## src/design/cfg_msg_pkg.sv

```systemverilog
// Shared types and constants for the configuration message target
package cfg_msg_pkg;

  // ----------------------------------------------------------------
  // Control token values
  // ----------------------------------------------------------------
  localparam logic [7:0] TOK_WRITE = 8'hc0;
  localparam logic [7:0] TOK_READ = 8'hc1;
  localparam logic [7:0] TOK_PREAD = 8'h25;
  localparam logic [7:0] TOK_ACK = 8'h03;
  localparam logic [7:0] TOK_NACK = 8'h04;
  localparam logic [7:0] TOK_END = 8'h01;

  // ----------------------------------------------------------------
  // Destination patterns and field sizes
  // ----------------------------------------------------------------
  localparam logic [15:0] TILE_DEST_LOW = 16'hc20c;
  localparam logic [15:0] NODE_DEST_LOW = 16'hc30c;
  localparam logic [7:0] PERIPH_DEST_LOW = 8'h02;
  localparam logic [7:0] NO_REPLY_LOW = 8'hff;
  localparam logic [2:0] RET_BYTES = 3'h3;
  localparam logic [2:0] REG_BYTES = 3'h2;
  localparam logic [2:0] PREG_BYTES = 3'h1;
  localparam logic [2:0] DATA_BYTES = 3'h4;

  typedef enum logic [1:0] {
    SP_TILE = 2'h0,
    SP_NODE = 2'h1,
    SP_PERIPH = 2'h2
  } space_t;

  typedef enum logic [1:0] {
    OP_WRITE = 2'h0,
    OP_READ = 2'h1,
    OP_PREAD = 2'h2,
    OP_BAD = 2'h3
  } op_t;

  typedef struct packed {
    logic ctrl;
    logic [7:0] data;
  } tok_t;

  typedef struct packed {
    space_t space;
    logic [7:0] periph;
    logic write;
    logic [15:0] addr;
    logic [31:0] wdata;
  } reg_req_t;

endpackage

```

## src/design/cfg_msg_target.sv

```systemverilog
// Configuration message target: decodes request messages, accesses registers, replies
//
// Summary of operation
// - Return identifier with low byte all ones suppresses the write reply.
// - Multi-byte fields travel most significant byte first.
// - Tile requests arrive at tile identifier followed by c20c.
// - Node requests arrive at node identifier followed by c30c.
// - Peripheral requests arrive at node id, peripheral id, then 02.
// - Write: token 192, return id, 16-bit register, 32-bit data, token 1.
// - Read: token 193, return id, 16-bit register, token 1.
// - Write reply is 3 then 1 on success, 4 then 1 on failure.
// - Read reply is 3, 32-bit data, 1; or 4 then 1.
// - Peripheral read: token 37, return id, 8-bit register, 8-bit size, 1.
// - Peripheral read reply is 3, data bytes, 1; or 4 then 1.
`timescale 1ns/100ps
module cfg_msg_target (
  input wire logic ref_clk_i,
  input wire logic resetn_i,
  input wire logic [15:0] tile_id_i,
  input wire logic [15:0] node_id_i,
  input wire logic rx_valid_i,
  input wire cfg_msg_pkg::tok_t rx_tok_i,
  input wire logic [31:0] rx_dest_i,
  output logic rx_ready_o,
  output logic tx_valid_o,
  output cfg_msg_pkg::tok_t tx_tok_o,
  output logic [23:0] tx_ret_id_o,
  input wire logic tx_ready_i,
  output logic req_valid_o,
  output cfg_msg_pkg::reg_req_t req_o,
  input wire logic ack_i,
  input wire logic ack_ok_i,
  input wire logic [31:0] ack_rdata_i
);

  typedef enum logic [3:0] {
    S_IDLE = 4'h0,
    S_RET = 4'h1,
    S_REG = 4'h2,
    S_SIZE = 4'h3,
    S_WDATA = 4'h4,
    S_END = 4'h5,
    S_DRAIN = 4'h6,
    S_ACC = 4'h7,
    S_WAIT = 4'h8,
    S_HDR = 4'h9,
    S_RDATA = 4'ha,
    S_TAIL = 4'hb
  } state_t;

  // Bytes still to follow the first read byte
  localparam logic [2:0] DATA_LAST = cfg_msg_pkg::DATA_BYTES - 3'h1;

  // ----------------------------------------------------------------
  // Helpers
  // ----------------------------------------------------------------
  function automatic logic [31:0] shift_in(input logic [31:0] acc, input logic [7:0] b);
    shift_in = {acc[23:0], b};
  endfunction

  function automatic cfg_msg_pkg::tok_t ctl(input logic [7:0] v);
    ctl = '{ctrl: 1'b1, data: v};
  endfunction

  function automatic logic rx_state(input state_t s);
    rx_state = (s == S_IDLE) || (s == S_RET) || (s == S_REG) || (s == S_SIZE)
      || (s == S_WDATA) || (s == S_END) || (s == S_DRAIN);
  endfunction

  // ----------------------------------------------------------------
  // State
  // ----------------------------------------------------------------
  state_t state_ff, nxt_state;
  cfg_msg_pkg::op_t op_ff, nxt_op;
  cfg_msg_pkg::space_t space_ff, nxt_space;
  logic [7:0] periph_ff, nxt_periph;
  logic [2:0] cnt_ff, nxt_cnt;
  logic [23:0] ret_ff, nxt_ret;
  logic [15:0] reg_ff, nxt_reg;
  logic [7:0] size_ff, nxt_size;
  logic [31:0] data_ff, nxt_data;
  logic fail_ff, nxt_fail;
  logic drop_ff, nxt_drop;
  logic hdr_sent_ff, nxt_hdr_sent;
  logic rx_ready_ff, nxt_rx_ready;
  logic tx_valid_ff, nxt_tx_valid;
  cfg_msg_pkg::tok_t tx_tok_ff, nxt_tx_tok;
  logic req_valid_ff, nxt_req_valid;
  cfg_msg_pkg::reg_req_t req_ff, nxt_req;

  logic rx_take;
  logic tx_done;
  logic is_tile;
  logic is_node;
  logic is_periph;
  logic is_end;

  assign rx_take = rx_valid_i && rx_ready_ff;
  assign tx_done = tx_valid_ff && tx_ready_i;
  assign is_tile = (rx_dest_i == {tile_id_i, cfg_msg_pkg::TILE_DEST_LOW});
  assign is_node = (rx_dest_i == {node_id_i, cfg_msg_pkg::NODE_DEST_LOW});
  assign is_periph = (rx_dest_i[31:16] == node_id_i)
    && (rx_dest_i[7:0] == cfg_msg_pkg::PERIPH_DEST_LOW);
  assign is_end = rx_tok_i.ctrl && (rx_tok_i.data == cfg_msg_pkg::TOK_END);

  // ----------------------------------------------------------------
  // Next-state logic
  // ----------------------------------------------------------------
  always_comb
  begin
    nxt_state = state_ff;
    nxt_op = op_ff;
    nxt_space = space_ff;
    nxt_periph = periph_ff;
    nxt_cnt = cnt_ff;
    nxt_ret = ret_ff;
    nxt_reg = reg_ff;
    nxt_size = size_ff;
    nxt_data = data_ff;
    nxt_fail = fail_ff;
    nxt_drop = drop_ff;
    nxt_hdr_sent = hdr_sent_ff;
    nxt_tx_valid = tx_valid_ff && !tx_ready_i;
    nxt_tx_tok = tx_tok_ff;
    nxt_req_valid = 1'b0;
    nxt_req = req_ff;
    // Reply entry, used where the message or access has finished
    case (state_ff)
      S_IDLE:
      begin
        if (rx_take)
        begin
          nxt_fail = 1'b0;
          nxt_drop = 1'b0;
          nxt_hdr_sent = 1'b0;
          nxt_cnt = cfg_msg_pkg::RET_BYTES;
          nxt_periph = rx_dest_i[15:8];
          nxt_space = is_periph ? cfg_msg_pkg::SP_PERIPH : (is_node ? cfg_msg_pkg::SP_NODE : cfg_msg_pkg::SP_TILE);
          if (!(is_tile || is_node || is_periph))
          begin
            nxt_drop = 1'b1;
            nxt_state = is_end ? S_IDLE : S_DRAIN;
          end
          else
          begin
            nxt_state = is_end ? S_HDR : S_RET;
            if (rx_tok_i.ctrl && rx_tok_i.data == cfg_msg_pkg::TOK_WRITE && !is_periph)
              nxt_op = cfg_msg_pkg::OP_WRITE;
            else if (rx_tok_i.ctrl && rx_tok_i.data == cfg_msg_pkg::TOK_READ && !is_periph)
              nxt_op = cfg_msg_pkg::OP_READ;
            else if (rx_tok_i.ctrl && rx_tok_i.data == cfg_msg_pkg::TOK_PREAD && is_periph)
              nxt_op = cfg_msg_pkg::OP_PREAD;
            else
            begin
              nxt_op = cfg_msg_pkg::OP_BAD;
              nxt_fail = 1'b1;
            end
          end
        end
      end
      S_RET, S_REG, S_SIZE, S_WDATA:
      begin
        if (rx_take)
        begin
          if (rx_tok_i.ctrl)
          begin
            nxt_fail = 1'b1;
            nxt_state = is_end ? S_HDR : S_DRAIN;
          end
          else
          begin
            nxt_cnt = cnt_ff - 3'h1;
            if (state_ff == S_RET)
              nxt_ret = {ret_ff[15:0], rx_tok_i.data};
            else if (state_ff == S_REG)
              nxt_reg = {reg_ff[7:0], rx_tok_i.data};
            else if (state_ff == S_SIZE)
              nxt_size = rx_tok_i.data;
            else
              nxt_data = shift_in(data_ff, rx_tok_i.data);
            if (cnt_ff == 3'h1)
            begin
              case (state_ff)
                S_RET:
                begin
                  nxt_state = fail_ff ? S_DRAIN : S_REG;
                  nxt_reg = 16'h0000;
                  nxt_cnt = (op_ff == cfg_msg_pkg::OP_PREAD) ? cfg_msg_pkg::PREG_BYTES : cfg_msg_pkg::REG_BYTES;
                end
                S_REG:
                begin
                  nxt_cnt = (op_ff == cfg_msg_pkg::OP_WRITE) ? cfg_msg_pkg::DATA_BYTES : 3'h1;
                  nxt_state = (op_ff == cfg_msg_pkg::OP_WRITE) ? S_WDATA
                    : ((op_ff == cfg_msg_pkg::OP_PREAD) ? S_SIZE : S_END);
                end
                default:
                  nxt_state = S_END;
              endcase
            end
          end
        end
      end
      S_END:
      begin
        if (rx_take)
        begin
          if (is_end)
            nxt_state = (op_ff == cfg_msg_pkg::OP_PREAD && size_ff == 8'h00) ? S_HDR : S_ACC;
          else
          begin
            nxt_fail = 1'b1;
            nxt_state = S_DRAIN;
          end
        end
      end
      S_DRAIN:
      begin
        if (rx_take && is_end)
          nxt_state = drop_ff ? S_IDLE : S_HDR;
      end
      S_ACC:
      begin
        nxt_req_valid = 1'b1;
        nxt_req = '{space: space_ff, periph: periph_ff, write: (op_ff == cfg_msg_pkg::OP_WRITE),
                    addr: reg_ff, wdata: data_ff};
        nxt_state = S_WAIT;
      end
      S_WAIT:
      begin
        if (ack_i)
        begin
          nxt_data = ack_rdata_i;
          // Marks that at least one access was made
          nxt_cnt = 3'h1;
          if (op_ff == cfg_msg_pkg::OP_PREAD)
          begin
            nxt_size = size_ff - 8'h01;
            // Peripheral register numbers are one byte and wrap
            nxt_reg = {8'h00, reg_ff[7:0] + 8'h01};
          end
          if (!ack_ok_i && !hdr_sent_ff)
          begin
            nxt_fail = 1'b1;
            nxt_state = S_HDR;
          end
          else if (!ack_ok_i)
          begin
            nxt_tx_valid = 1'b1;
            nxt_tx_tok = ctl(cfg_msg_pkg::TOK_END);
            nxt_state = S_TAIL;
          end
          else if (hdr_sent_ff)
          begin
            nxt_tx_valid = 1'b1;
            nxt_tx_tok = '{ctrl: 1'b0, data: ack_rdata_i[7:0]};
            nxt_state = S_RDATA;
          end
          else
            nxt_state = S_HDR;
        end
      end
      S_HDR:
      begin
        if (!hdr_sent_ff)
        begin
          if (op_ff == cfg_msg_pkg::OP_WRITE && ret_ff[7:0] == cfg_msg_pkg::NO_REPLY_LOW)
            nxt_state = S_IDLE;
          else
          begin
            nxt_hdr_sent = 1'b1;
            nxt_tx_valid = 1'b1;
            nxt_tx_tok = ctl(fail_ff ? cfg_msg_pkg::TOK_NACK : cfg_msg_pkg::TOK_ACK);
          end
        end
        else if (tx_done)
        begin
          nxt_tx_valid = 1'b1;
          nxt_cnt = DATA_LAST;
          if (fail_ff || op_ff == cfg_msg_pkg::OP_WRITE)
          begin
            nxt_tx_tok = ctl(cfg_msg_pkg::TOK_END);
            nxt_state = S_TAIL;
          end
          else if (op_ff == cfg_msg_pkg::OP_READ)
          begin
            nxt_tx_tok = '{ctrl: 1'b0, data: data_ff[31:24]};
            nxt_state = S_RDATA;
          end
          // Size zero: no access was made, close at once
          else if (cnt_ff == 3'h0)
          begin
            nxt_tx_tok = ctl(cfg_msg_pkg::TOK_END);
            nxt_state = S_TAIL;
          end
          else
          begin
            nxt_tx_tok = '{ctrl: 1'b0, data: data_ff[7:0]};
            nxt_state = S_RDATA;
          end
        end
      end
      S_RDATA:
      begin
        if (tx_done)
        begin
          if (op_ff == cfg_msg_pkg::OP_READ && cnt_ff != 3'h0)
          begin
            nxt_cnt = cnt_ff - 3'h1;
            nxt_data = shift_in(data_ff, 8'h00);
            nxt_tx_valid = 1'b1;
            nxt_tx_tok = '{ctrl: 1'b0, data: data_ff[23:16]};
          end
          else if (op_ff == cfg_msg_pkg::OP_PREAD && size_ff != 8'h00)
            nxt_state = S_ACC;
          else
          begin
            nxt_tx_valid = 1'b1;
            nxt_tx_tok = ctl(cfg_msg_pkg::TOK_END);
            nxt_state = S_TAIL;
          end
        end
      end
      S_TAIL:
      begin
        if (tx_done)
          nxt_state = S_IDLE;
      end
      default:
        nxt_state = S_IDLE;
    endcase
    nxt_rx_ready = rx_state(nxt_state);
  end

  // ----------------------------------------------------------------
  // Registers
  // ----------------------------------------------------------------
  always_ff @(posedge ref_clk_i)
  begin
    if (!resetn_i)
    begin
      state_ff <= S_IDLE;
      op_ff <= cfg_msg_pkg::OP_BAD;
      space_ff <= cfg_msg_pkg::SP_TILE;
      periph_ff <= 8'h00;
      cnt_ff <= 3'h0;
      ret_ff <= 24'h000000;
      reg_ff <= 16'h0000;
      size_ff <= 8'h00;
      data_ff <= 32'h0000_0000;
      fail_ff <= 1'b0;
      drop_ff <= 1'b0;
      hdr_sent_ff <= 1'b0;
      rx_ready_ff <= 1'b0;
      tx_valid_ff <= 1'b0;
      tx_tok_ff <= '0;
      req_valid_ff <= 1'b0;
      req_ff <= '0;
    end
    else
    begin
      state_ff <= nxt_state;
      op_ff <= nxt_op;
      space_ff <= nxt_space;
      periph_ff <= nxt_periph;
      cnt_ff <= nxt_cnt;
      ret_ff <= nxt_ret;
      reg_ff <= nxt_reg;
      size_ff <= nxt_size;
      data_ff <= nxt_data;
      fail_ff <= nxt_fail;
      drop_ff <= nxt_drop;
      hdr_sent_ff <= nxt_hdr_sent;
      rx_ready_ff <= nxt_rx_ready;
      tx_valid_ff <= nxt_tx_valid;
      tx_tok_ff <= nxt_tx_tok;
      req_valid_ff <= nxt_req_valid;
      req_ff <= nxt_req;
    end
  end

  assign rx_ready_o = rx_ready_ff;
  assign tx_valid_o = tx_valid_ff;
  assign tx_tok_o = tx_tok_ff;
  assign tx_ret_id_o = ret_ff;
  assign req_valid_o = req_valid_ff;
  assign req_o = req_ff;

endmodule

```

## config.mk

```make
export PLATFORM = sky130hd
export DESIGN_NAME = cfg_msg_target
export DESIGN_NICKNAME = d
export VERILOG_FILES = /design/src/design/cfg_msg_pkg.sv /design/src/design/cfg_msg_target.sv
export SDC_FILE = /design/constraint.sdc
export NUM_CORES = 1
export LEC_CHECK = 0
export BUFFER_PORTS_ARGS = -buffer_cell sky130_fd_sc_hd__clkbuf_2
export CAP_MARGIN = 5
export CELL_PAD_IN_SITES_DETAIL_PLACEMENT = 1
export CELL_PAD_IN_SITES_GLOBAL_PLACEMENT = 2
export CORE_ASPECT_RATIO = 2
export CORE_MARGIN = 3
export CORE_UTILIZATION = 32
export DETAILED_ROUTE_END_ITERATION = 7
export PLACE_DENSITY_LB_ADDON = 0.1
export RECOVER_POWER = 50
export SKIP_CTS_REPAIR_TIMING = 1
export SYNTH_ARGS = -nofsm -noshare
export SYNTH_HDL_FRONTEND = slang
export SYNTH_SLANG_ARGS = --single-unit
```

## constraint.sdc

```tcl
create_clock -name ref_clk_i -period 3.5 [get_ports ref_clk_i]
set_input_delay 0 -clock ref_clk_i [delete_from_list [all_inputs] [get_ports ref_clk_i]]
set_output_delay 0 -clock ref_clk_i [all_outputs]
set_load 0.03 [all_outputs]
```

==> results of run 1 <==
[per-layer routing]
layer  share of wire (%)  global-route usage, %  routed length [microns]
met1                  36                   23.4                    12100
met2                  55                   45.8                    18700
met3                 3.5                   4.07                     1190
met4                 5.5                   13.7                     1860
met5                   0                      0                        0
[state kept, by name (all words and copies together), names as in the netlist]
register	cells
hdr_sent_ff	1
tx_tok_o	9
op_ff	2
reg_ff	16
tx_ret_id_o	24
req_o	59
data_ff	32
drop_ff	1
periph_ff	8
rx_ready_o	1
state_ff	4
size_ff	8
space_ff	2
tx_valid_o	1
req_valid_o	1
cnt_ff	3
fail_ff	1
[where the power goes]
part | internal, mW | switching [mW]
logic | 0.537 | 0.789
clock network | 1.21 | 0.877
registers | 2.17 | 0.287
[worst register-to-register path, stage by stage, from the launching register on]
cell,delay [ns]
sky130_fd_sc_hd__dfxtp_1,0.55
sky130_fd_sc_hd__or2_1,0.43
sky130_fd_sc_hd__nor2_4,0.45
sky130_fd_sc_hd__a211o_1,0.24
sky130_fd_sc_hd__nand3_1,0.26
sky130_fd_sc_hd__o31a_1,0.41
sky130_fd_sc_hd__a21boi_0,0.14
sky130_fd_sc_hd__o2111a_1,0.23
[cells in the mapped netlist (3+ instances only)]
library cell,n,area (sq um)
sky130_fd_sc_hd__a2111oi_0,4,35.0
sky130_fd_sc_hd__clkbuf_1,51,191
sky130_fd_sc_hd__nand3_1,18,90.1
sky130_fd_sc_hd__nor4b_2,3,45.0
sky130_fd_sc_hd__nor4_1,11,68.8
sky130_fd_sc_hd__nand4_1,6,37.5
sky130_fd_sc_hd__and3_1,5,31.3
sky130_fd_sc_hd__a21o_1,4,30.0
sky130_fd_sc_hd__nor3_1,21,105
sky130_fd_sc_hd__xnor2_1,3,26.3
sky130_fd_sc_hd__mux2i_1,15,150
sky130_fd_sc_hd__a31oi_1,5,31.3
sky130_fd_sc_hd__nand2b_1,11,68.8
sky130_fd_sc_hd__a21oi_1,131,656
sky130_fd_sc_hd__o221a_2,3,33.8
sky130_fd_sc_hd__a22oi_1,22,165
sky130_fd_sc_hd__a32oi_1,3,26.3
sky130_fd_sc_hd__a2bb2oi_1,4,35.0
sky130_fd_sc_hd__a211oi_1,13,97.6
sky130_fd_sc_hd__buf_2,15,75.1
sky130_fd_sc_hd__nand2_1,271,1020
sky130_fd_sc_hd__nor2b_1,10,62.6
sky130_fd_sc_hd__o31ai_1,7,52.6
sky130_fd_sc_hd__or2_1,3,18.8
sky130_fd_sc_hd__nor2_1,109,409
sky130_fd_sc_hd__o21ai_1,3,15.0
sky130_fd_sc_hd__xor2_1,31,272
sky130_fd_sc_hd__inv_1,12,45.0
sky130_fd_sc_hd__a311oi_1,26,228
sky130_fd_sc_hd__o22ai_1,5,31.3
sky130_fd_sc_hd__a21boi_0,3,22.5
sky130_fd_sc_hd__o21ai_0,30,150
sky130_fd_sc_hd__dfxtp_1,173,3460
sky130_fd_sc_hd__ha_1,6,75.1
[kinds of logic (layout without fill, tap and decap cells)]
kind of cell    count (synthesis)  in the layout  share of synthesized area, %
xor+xnor                       34             34                          3.60
simple gates                  484            484                          25.2
mux                            16             16                          1.95
fa+ha+maj                       6              6                         0.906
compound gates                291            291                          22.6
buf+inv                        81            325                          3.94
flops                         173            173                          41.8
[cell type report]
class / instances / share of cell area [%]
clock buffer: 18 / 4.01
clock inverter: 14 / 1.97
inverter: 12 / 0.445
multi-input combinational: 831 / 42.3
sequential: 173 / 32.4
tap: 336 / 3.93
timing repair buffer: 281 / 15.0
[worst max-delay path by stage]
| stage | startpoint | end | slack [ns] | cells after the start |
|---|---|---|---|---|
| after global routing | state_ff[0]$_SDFF_PN0_ | rx_ready_o$_SDFF_PN0_ | 0.47 | 7 |
| after detailed placement | state_ff[0]$_SDFF_PN0_ | reg_ff[6]$_SDFFE_PN0P_ | 0.71 | 7 |
| after floorplan | rx_ready_o$_SDFF_PN0_ | cnt_ff[1]$_SDFFE_PN0P_ | 1.32 | 6 |
| final | state_ff[0]$_SDFF_PN0_ | rx_ready_o$_SDFF_PN0_ | 0.68 | 7 |
| after CTS | state_ff[0]$_SDFF_PN0_ | rx_ready_o$_SDFF_PN0_ | 0.71 | 7 |
| after global placement | state_ff[0]$_SDFF_PN0_ | rx_ready_o$_SDFF_PN0_ | 0.78 | 7 |
[per-stage QoR]
| step | utilization (%) | instances | power (mW) | instance area [sq um] | hold slack (ns) |
|---|---|---|---|---|---|
| 6_report | 42.4 | 1665 | 5.87 | 10700 | -0.0247 |
| 5_1_grt | 42.4 | 1665 | 6.17 | 10700 | -0.00384 |
| 4_1_cts | 41.0 | 1619 | 5.89 | 10400 | -0.231 |
| 3_5_place_dp | 38.5 | 1587 | 3.78 | 9710 | 0.261 |
| 3_3_place_gp | 38.5 | 1587 | 3.75 | 9710 | 0.254 |
| 2_1_floorplan | - | 1085 | 3.22 | 8280 | 0.136 |
==> results.txt, run 1 <==
The path class of the tightest hold or removal check is input port to register. The floorplan step defined a die boundary enclosing roughly 0.028 sq mm. On the worst path, the slowest cell contributes a delay of around 0.55 ns.

The run finished, with violations left. The library cell used most frequently in the layout, excluding fill and tap cells, is sky130_fd_sc_hd__nand2_1. just over 200 I/O pins were placed. The fmax is ~350 MHz. The number of diodes is 0. When the netlist entered floorplanning its net count stood at roughly 1200. Counting instances, the worst hold path has a depth of 3.

The clock network latency to the later pin of the worst-skew pair is between 0.4 and 0.5 ns. The number of fillers in the final layout came out at between 3000 and 4000. The synthesized instance count came out at about 1100. The worst min-delay path startpoint is ack_rdata_i[5]. The count of final max-slew check failures is 0.

The final worst setup slack is 0.682 ns. The distinct cell type count of the synthesized netlist came out at 71. The fraction of synthesis flops using an asynchronous set or reset pin is 0%.

The proportion of layout cells with a drive suffix above 1 is ~14%. Data on the critical path is required at its endpoint by 3.84 ns. Registers take about 0.0035 sq mm. The number of enable flip-flop cells after synthesis came out at 0.

The register-to-register setup slack is 0.68 ns. Relative to the synthesized area, the layout overhead comes to 29.1%. The via count of the first global-routing pass is slightly above 9000. The mapped netlist covers a little over 0.008 sq mm. The relative slew slack is under 10%. The kind of cell with the highest combined delay along the critical path is simple AND/OR/NAND/NOR gates. Measured along the y axis, the die boundary spans ~230 microns.

The maximum VDD drop is 0.284 mV. Final hold analysis gives a worst-case slack of -0.0247 ns. The number of standard-cell rows in the floorplan came out at 82. The total clock sinks came out at 173. The global-route wire length before repair came out at 51300 microns.

The detail-routed net length per standard cell came out at around 20 microns. The critical path buffer and inverter count came out at 0. The largest net degree at the start of global routing is 70.

The multi-input combinational cells in the finished layout cover a total of around 0.0045 sq mm. The via count is between 8000 and 9000. The via density per instance is 5.33.

The worst path in the final design needs a cycle of 2.82 ns, including I/O delays and setup. In this run the worst path has a maximum fanout of 20. Among all stages on the critical path, the largest delay is contributed by sky130_fd_sc_hd__dfxtp_1. The synthesized design contains 173 register bits. The first-iteration detailed-routing DRC count came out at between 500 and 600. The worst register-to-register path has a depth of 7. The CTS H-tree depth came out at 4. The total wire length after detailed routing came out at around 34000 microns.

In the finished design, the share of the clock period the worst path needs comes to approximately four fifths. In this run the critical register-to-register path is captured at rx_ready_o$_SDFF_PN0_. The region available for standard cell placement spans 0.0252 sq mm. The top cell types in the final layout, fill and taps aside, are 271 x sky130_fd_sc_hd__nand2_1, 173 x sky130_fd_sc_hd__dfxtp_1, 131 x sky130_fd_sc_hd__a21oi_1. The register area share after synthesis came out at a little over two fifths. The path with the worst hold slack has its endpoint at data_ff[5]$_SDFFE_PN0P_. The CTS tree is built. Traced cell by cell, the critical path runs through or2_1 -> nor2_4 -> a211o_1 -> nand3_1 -> o31a_1 -> a21boi_0 -> o2111a_1.

The count of port buffers added during placement is just over 200. The width of the die came out at around 120 microns. The clock tree root driver cell is sky130_fd_sc_hd__clkbuf_16. In the synthesized netlist the dominant register cell turns out to be sky130_fd_sc_hd__dfxtp_1.

The worst register-to-register path begins at state_ff[0]$_SDFF_PN0_. The final reports fail on negative hold slack. The half-perimeter wire length of the detailed placement result came out at between 20000 and 30000 microns. The net count of the finished layout is between 1000 and 1500. The worst setup path is captured at a register. For the pin with the worst max-slew slack, the measured transition is around 1.4 ns. The total clock buffers created by CTS is 17. The aggregate global-route resource usage came out at between 20% and 30%. The effective utilization at floorplan came out at between 30% and 40%.

In this run the power density over the cells is 549 mW/mm^2. The number of optimization iterations in the first detailed-route pass is 4. The per-instance average area after synthesis is between 7 and 8 sq um.

The post-route DRC violation count is 0. On the final layout, the worst clock skew is about 0.0084 ns. The maximum buffer depth of the clock tree is 2.

The data arrival at the endpoint of the critical path came out at roughly 3.2 ns. The setup path with the least slack is of type register to register. The worst slack at placement came out at ~0.71 ns.

The weighted congestion reported at the end of routability-driven placement came out at roughly 0.94. The count of nets left with antenna violations once routing finished came out at 0. Across the run, the number of max-cap violations was 0. The initial antenna violation count was 0. STA classifies the critical path startpoint as a register. The total negative slack for setup checks is 0 ns. The static leakage power came out at 3.82 nW.

The remaining global-route overflow came out at 0. The final-report setup violation count is 0. The final hold violation count is 2. The synthesis warning total came out at 0.

The clock-pin transition on the worst setup and hold timing paths is approximately 0.070 ns. Setup repair after global routing left no endpoint under its margin.
(Power assumes the default switching activity.)
==> run 2: changes to the inputs <==
--- a/config.mk
+++ b/config.mk
@@ -11,7 +11,7 @@
 export CELL_PAD_IN_SITES_GLOBAL_PLACEMENT = 2
 export CORE_ASPECT_RATIO = 2
 export CORE_MARGIN = 3
-export CORE_UTILIZATION = 32
+export CORE_UTILIZATION = 30
 export DETAILED_ROUTE_END_ITERATION = 7
 export PLACE_DENSITY_LB_ADDON = 0.1
 export RECOVER_POWER = 50
==> constraint.sdc (replaced) <==
create_clock -name ref_clk_i -period 2.7 [get_ports ref_clk_i]
set_input_delay 0 -clock ref_clk_i [delete_from_list [all_inputs] [get_ports ref_clk_i]]
set_output_delay 0 -clock ref_clk_i [all_outputs]
set_load 0.03 [all_outputs]
==> run 2 against run 1 <==
  * The run still ends with negative hold slack left
  * Register-to-register slack worse by 0.46 ns
  * Clock-buffer cell count up 3
  * Wire length up 2.1%
  * Total power up 28%
  * Critical path depth up 1
  * Utilization down 2.0 points
  * Global-route usage down 0.56 points
  * Fmax up 14%
  * Via count up 0.64%
  * Critical endpoint unchanged
==> results.txt, run 2 (synthesized netlist as in run 1, its figures left out) <==
The final-report setup violation count came out at 0 (unchanged). The proportion of layout cells with a drive suffix above 1 is 16.7% (+2.3 points). The global-route wire length before repair is 52000 microns (+1.3%). The total chip power is 7.54 mW (+28%). The maximum buffer depth of the clock tree is 2 (unchanged). The maximum fanout encountered on the critical timing path is 14 (-30%). The max-capacitance violation count is 0 (unchanged). The height of the die is 241 microns (+3.2%). The number of instances on the worst hold path came to 3 (unchanged). The relative area change from synthesis to final layout is 31.6%. The via count is 8937 (+0.64%). The area enclosed by the die boundary is 0.0298 sq mm (+6.4%).

The critical path is of the register to register type. By instance count, the cell type seen most on the critical path is sky130_fd_sc_hd__a21oi_1. The library cells used most frequently in the layout, excluding fill and tap cells, are 271 x sky130_fd_sc_hd__nand2_1, 173 x sky130_fd_sc_hd__dfxtp_1, 131 x sky130_fd_sc_hd__a21oi_1. The clock-pin transition on the worst setup and hold timing paths is 0.07 ns (about the same). The final hold violation count came out at 9 (+7).

The largest net degree at the start of global routing was 82 (+17%). The checks that failed: negative hold slack. The post-route fraction of the period consumed by the critical path is 91.8% (+11 points). The worst reg-to-reg path cell count is 8 (+1). The static leakage power is 3.97 nW (+3.8%). The half-perimeter wire length of the detailed placement result came out at 26400 microns (+3.8%). The worst setup path is captured at a register. The worst slack at placement came out at 0.0848 ns (-0.621 ns). The clock skew after layout is 0.00659 ns (-0.00177 ns).

The number of nets in the layout came out at 1461 (+2.0%). The share of power burned in combinational logic came out at 24.5% (+1.9 points). The critical path buffer and inverter count was 1 (+1). The detail-routed net length per standard cell is 20.3 microns (-0.32%). The effective utilization at floorplan came out at 30.7% (-2.2 points). The cell area after layout is 0.0109 sq mm (+2.0%).

The clock network latency to the later pin of the worst-skew pair is 0.45 ns (about the same). The switching power of the nets is 2.59 mW (+33%). The number of optimization iterations in the first detailed-route pass came out at 4 (unchanged). The power per cell area is 691 mW/mm^2 (+26%).

The number of top-level pins is 206 (unchanged). The critical register-to-register path startpoint is state_ff[0]$_SDFF_PN0_. The run finished, with violations left.

The relative slew slack came to 33.1% (+28 points). The aggregate global-route resource usage came out at 23.2% (-0.56 points). The count of port buffers added during placement is 205 (unchanged). The worst hold slack came out at -0.0276 ns (-0.00296 ns). The count of final max-slew check failures came out at 0 (unchanged). The remaining global-route overflow is 0 (unchanged). The placed cell count is 1634 (+3.0%). The proportion of power drawn by flip-flops and latches came out at 42.1% (+0.3 points). The CTS tree is built. The part of the power in the clock network came to 33.4% (-2.2 points). The via count of the first global-routing pass is 9161 (-0.59%). The number of diodes came out at 0 (unchanged). Among cell families on the critical path, the largest total delay comes from compound AO/OA/AOI/OAI gates. The number of standard-cell rows in the floorplan was 85 (+3.7%). The switching share of power is 34.4% (+1.1 points). The area of the multi-input gates was 0.00453 sq mm (+0.19%). The worst min-delay path startpoint is ack_rdata_i[7]. The class of the most critical hold timing path is input port to register. The first-iteration detailed-routing DRC count came out at 479 (-5.5%). The CTS H-tree depth came out at 4 (unchanged). The initial antenna violation count was 0 (unchanged). The register-to-register setup slack is 0.22 ns (-0.46 ns). The final worst setup slack was 0.222 ns (-0.461 ns). The remaining number of nets flagged by the antenna check after routing is 0 (unchanged). The worst hold path terminates at data_ff[7]$_SDFFE_PN0P_. Walking the worst path, the cells encountered are buf_4 -> nand2b_1 -> o21ai_0 -> a21oi_1 -> o31ai_1 -> a21oi_1 -> nor4b_2 -> o2111a_1. The transition time of the tightest slew-check pin is 1.00 ns (-0.414 ns). The fmax is 403 MHz (+14%). The number of fillers in the final layout is 3447 (+5.9%). The flip-flop count of the largest register, all copies and words added came out at 59 (unchanged). The weighted congestion reported at the end of routability-driven placement came out at 0.915 (-2.9%). The via density per instance is 5.24 (-1.7%). The longest individual stage delay on the worst path came to 0.46 ns (-0.09 ns). The clock period minus worst slack is 2.48 ns (-0.339 ns). The placed standard-cell area came out at 0.0100 sq mm (+3.4%). The post-route DRC violation count came to 0 (unchanged).

The data required time of the worst path came out at 3.10 ns (-0.74 ns). The final instance count without filler cells came out at 1705 (+2.4%). The clock tree root driver cell is sky130_fd_sc_hd__clkbuf_16. The total clock buffers created by CTS is 17 (unchanged). The maximum VDD drop came out at 0.376 mV (+32%).

The commonest non-fill, non-tap cell in the layout is sky130_fd_sc_hd__nand2_1. The area of the placeable core is 0.0270 sq mm (+7.0%). The total clock sinks was 173 (unchanged). The core utilization of the finished layout is 40.4% (-2.0 points). The total wire length after detailed routing came to 34600 microns (+2.1%). The internal power is 4.94 mW (+26%). The width of the die is 123 microns (+3.1%).

The worst register-to-register path ends at rx_ready_o$_SDFF_PN0_. The largest individual stage delay along the critical path comes from the cell sky130_fd_sc_hd__nor4b_2. The register cell area after layout came out at 0.00346 sq mm (unchanged). The data arrival at the endpoint of the critical path is 2.88 ns (-0.28 ns).

STA classifies the critical path startpoint as a register.
[run 2: changes by cell type in the layout (fill, tap and decap cells not counted), sizes merged]
cell,previous run,this run
bufinv,4,1
clkinv,4,2
clkbuf,224,229
buf,29,62
inv,15,17
dlygate4sd3,46,39
[run 2: how the worst max path moves through the flow]
stage,startpoint,end,cells past startpoint
global route,cnt_ff[0]$_SDFFE_PN0P_,rx_ready_o$_SDFF_PN0_,9
global placement,size_ff[0]$_SDFFE_PN0P_,tx_tok_o[2]$_SDFFE_PN0P_,9
CTS,size_ff[0]$_SDFFE_PN0P_,tx_tok_o[2]$_SDFFE_PN0P_,9
finish,state_ff[0]$_SDFF_PN0_,rx_ready_o$_SDFF_PN0_,8
floorplan,rx_ready_o$_SDFF_PN0_,cnt_ff[1]$_SDFFE_PN0P_,6
detailed placement,size_ff[0]$_SDFFE_PN0P_,tx_tok_o[2]$_SDFFE_PN0P_,9
[run 2: final cells by class]
| cell class | instances | share of cell area, % |
|---|---|---|
| tap | 348 | 3.99 |
| sequential | 173 | 31.8 |
| timing repair buffer | 309 | 16.9 |
| multi-input combinational | 831 | 41.5 |
| clock inverter | 11 | 1.18 |
| inverter | 12 | 0.436 |
| clock buffer | 21 | 4.22 |
[run 2: worst register-to-register path: cells and delay by family (launching register included)]
family | cells | cell delay, ns
simple gates | 2 | 0.79
compound gates | 5 | 0.95
flops | 1 | 0.43
buf+inv | 1 | 0.26
[run 2: routing by layer]
layer	global-route usage (%)	wire, microns
met1	23.0	12300
met2	45.3	19700
met3	3.64	1170
met4	11.3	1450
met5	0	0
[run 2: power groups by stage]
stage | Clock, mW | Combinational [mW] | Sequential [mW]
floorplan | 0 | 1.14 | 3.03
global placement | 0 | 1.76 | 3.23
detailed placement | 0 | 1.80 | 3.23
CTS | 2.58 | 1.81 | 3.18
global route | 2.69 | 2.05 | 3.20
finish | 2.52 | 1.84 | 3.17
[run 2: metrics by stage]
step / setup TNS [ns] / hold slack [ns]
global placement: 0 / 0.255
global route: -0.00502 / 0.00320
floorplan: 0 / 0.136
detailed placement: 0 / 0.256
finish: 0 / -0.0276
CTS: 0 / -0.224
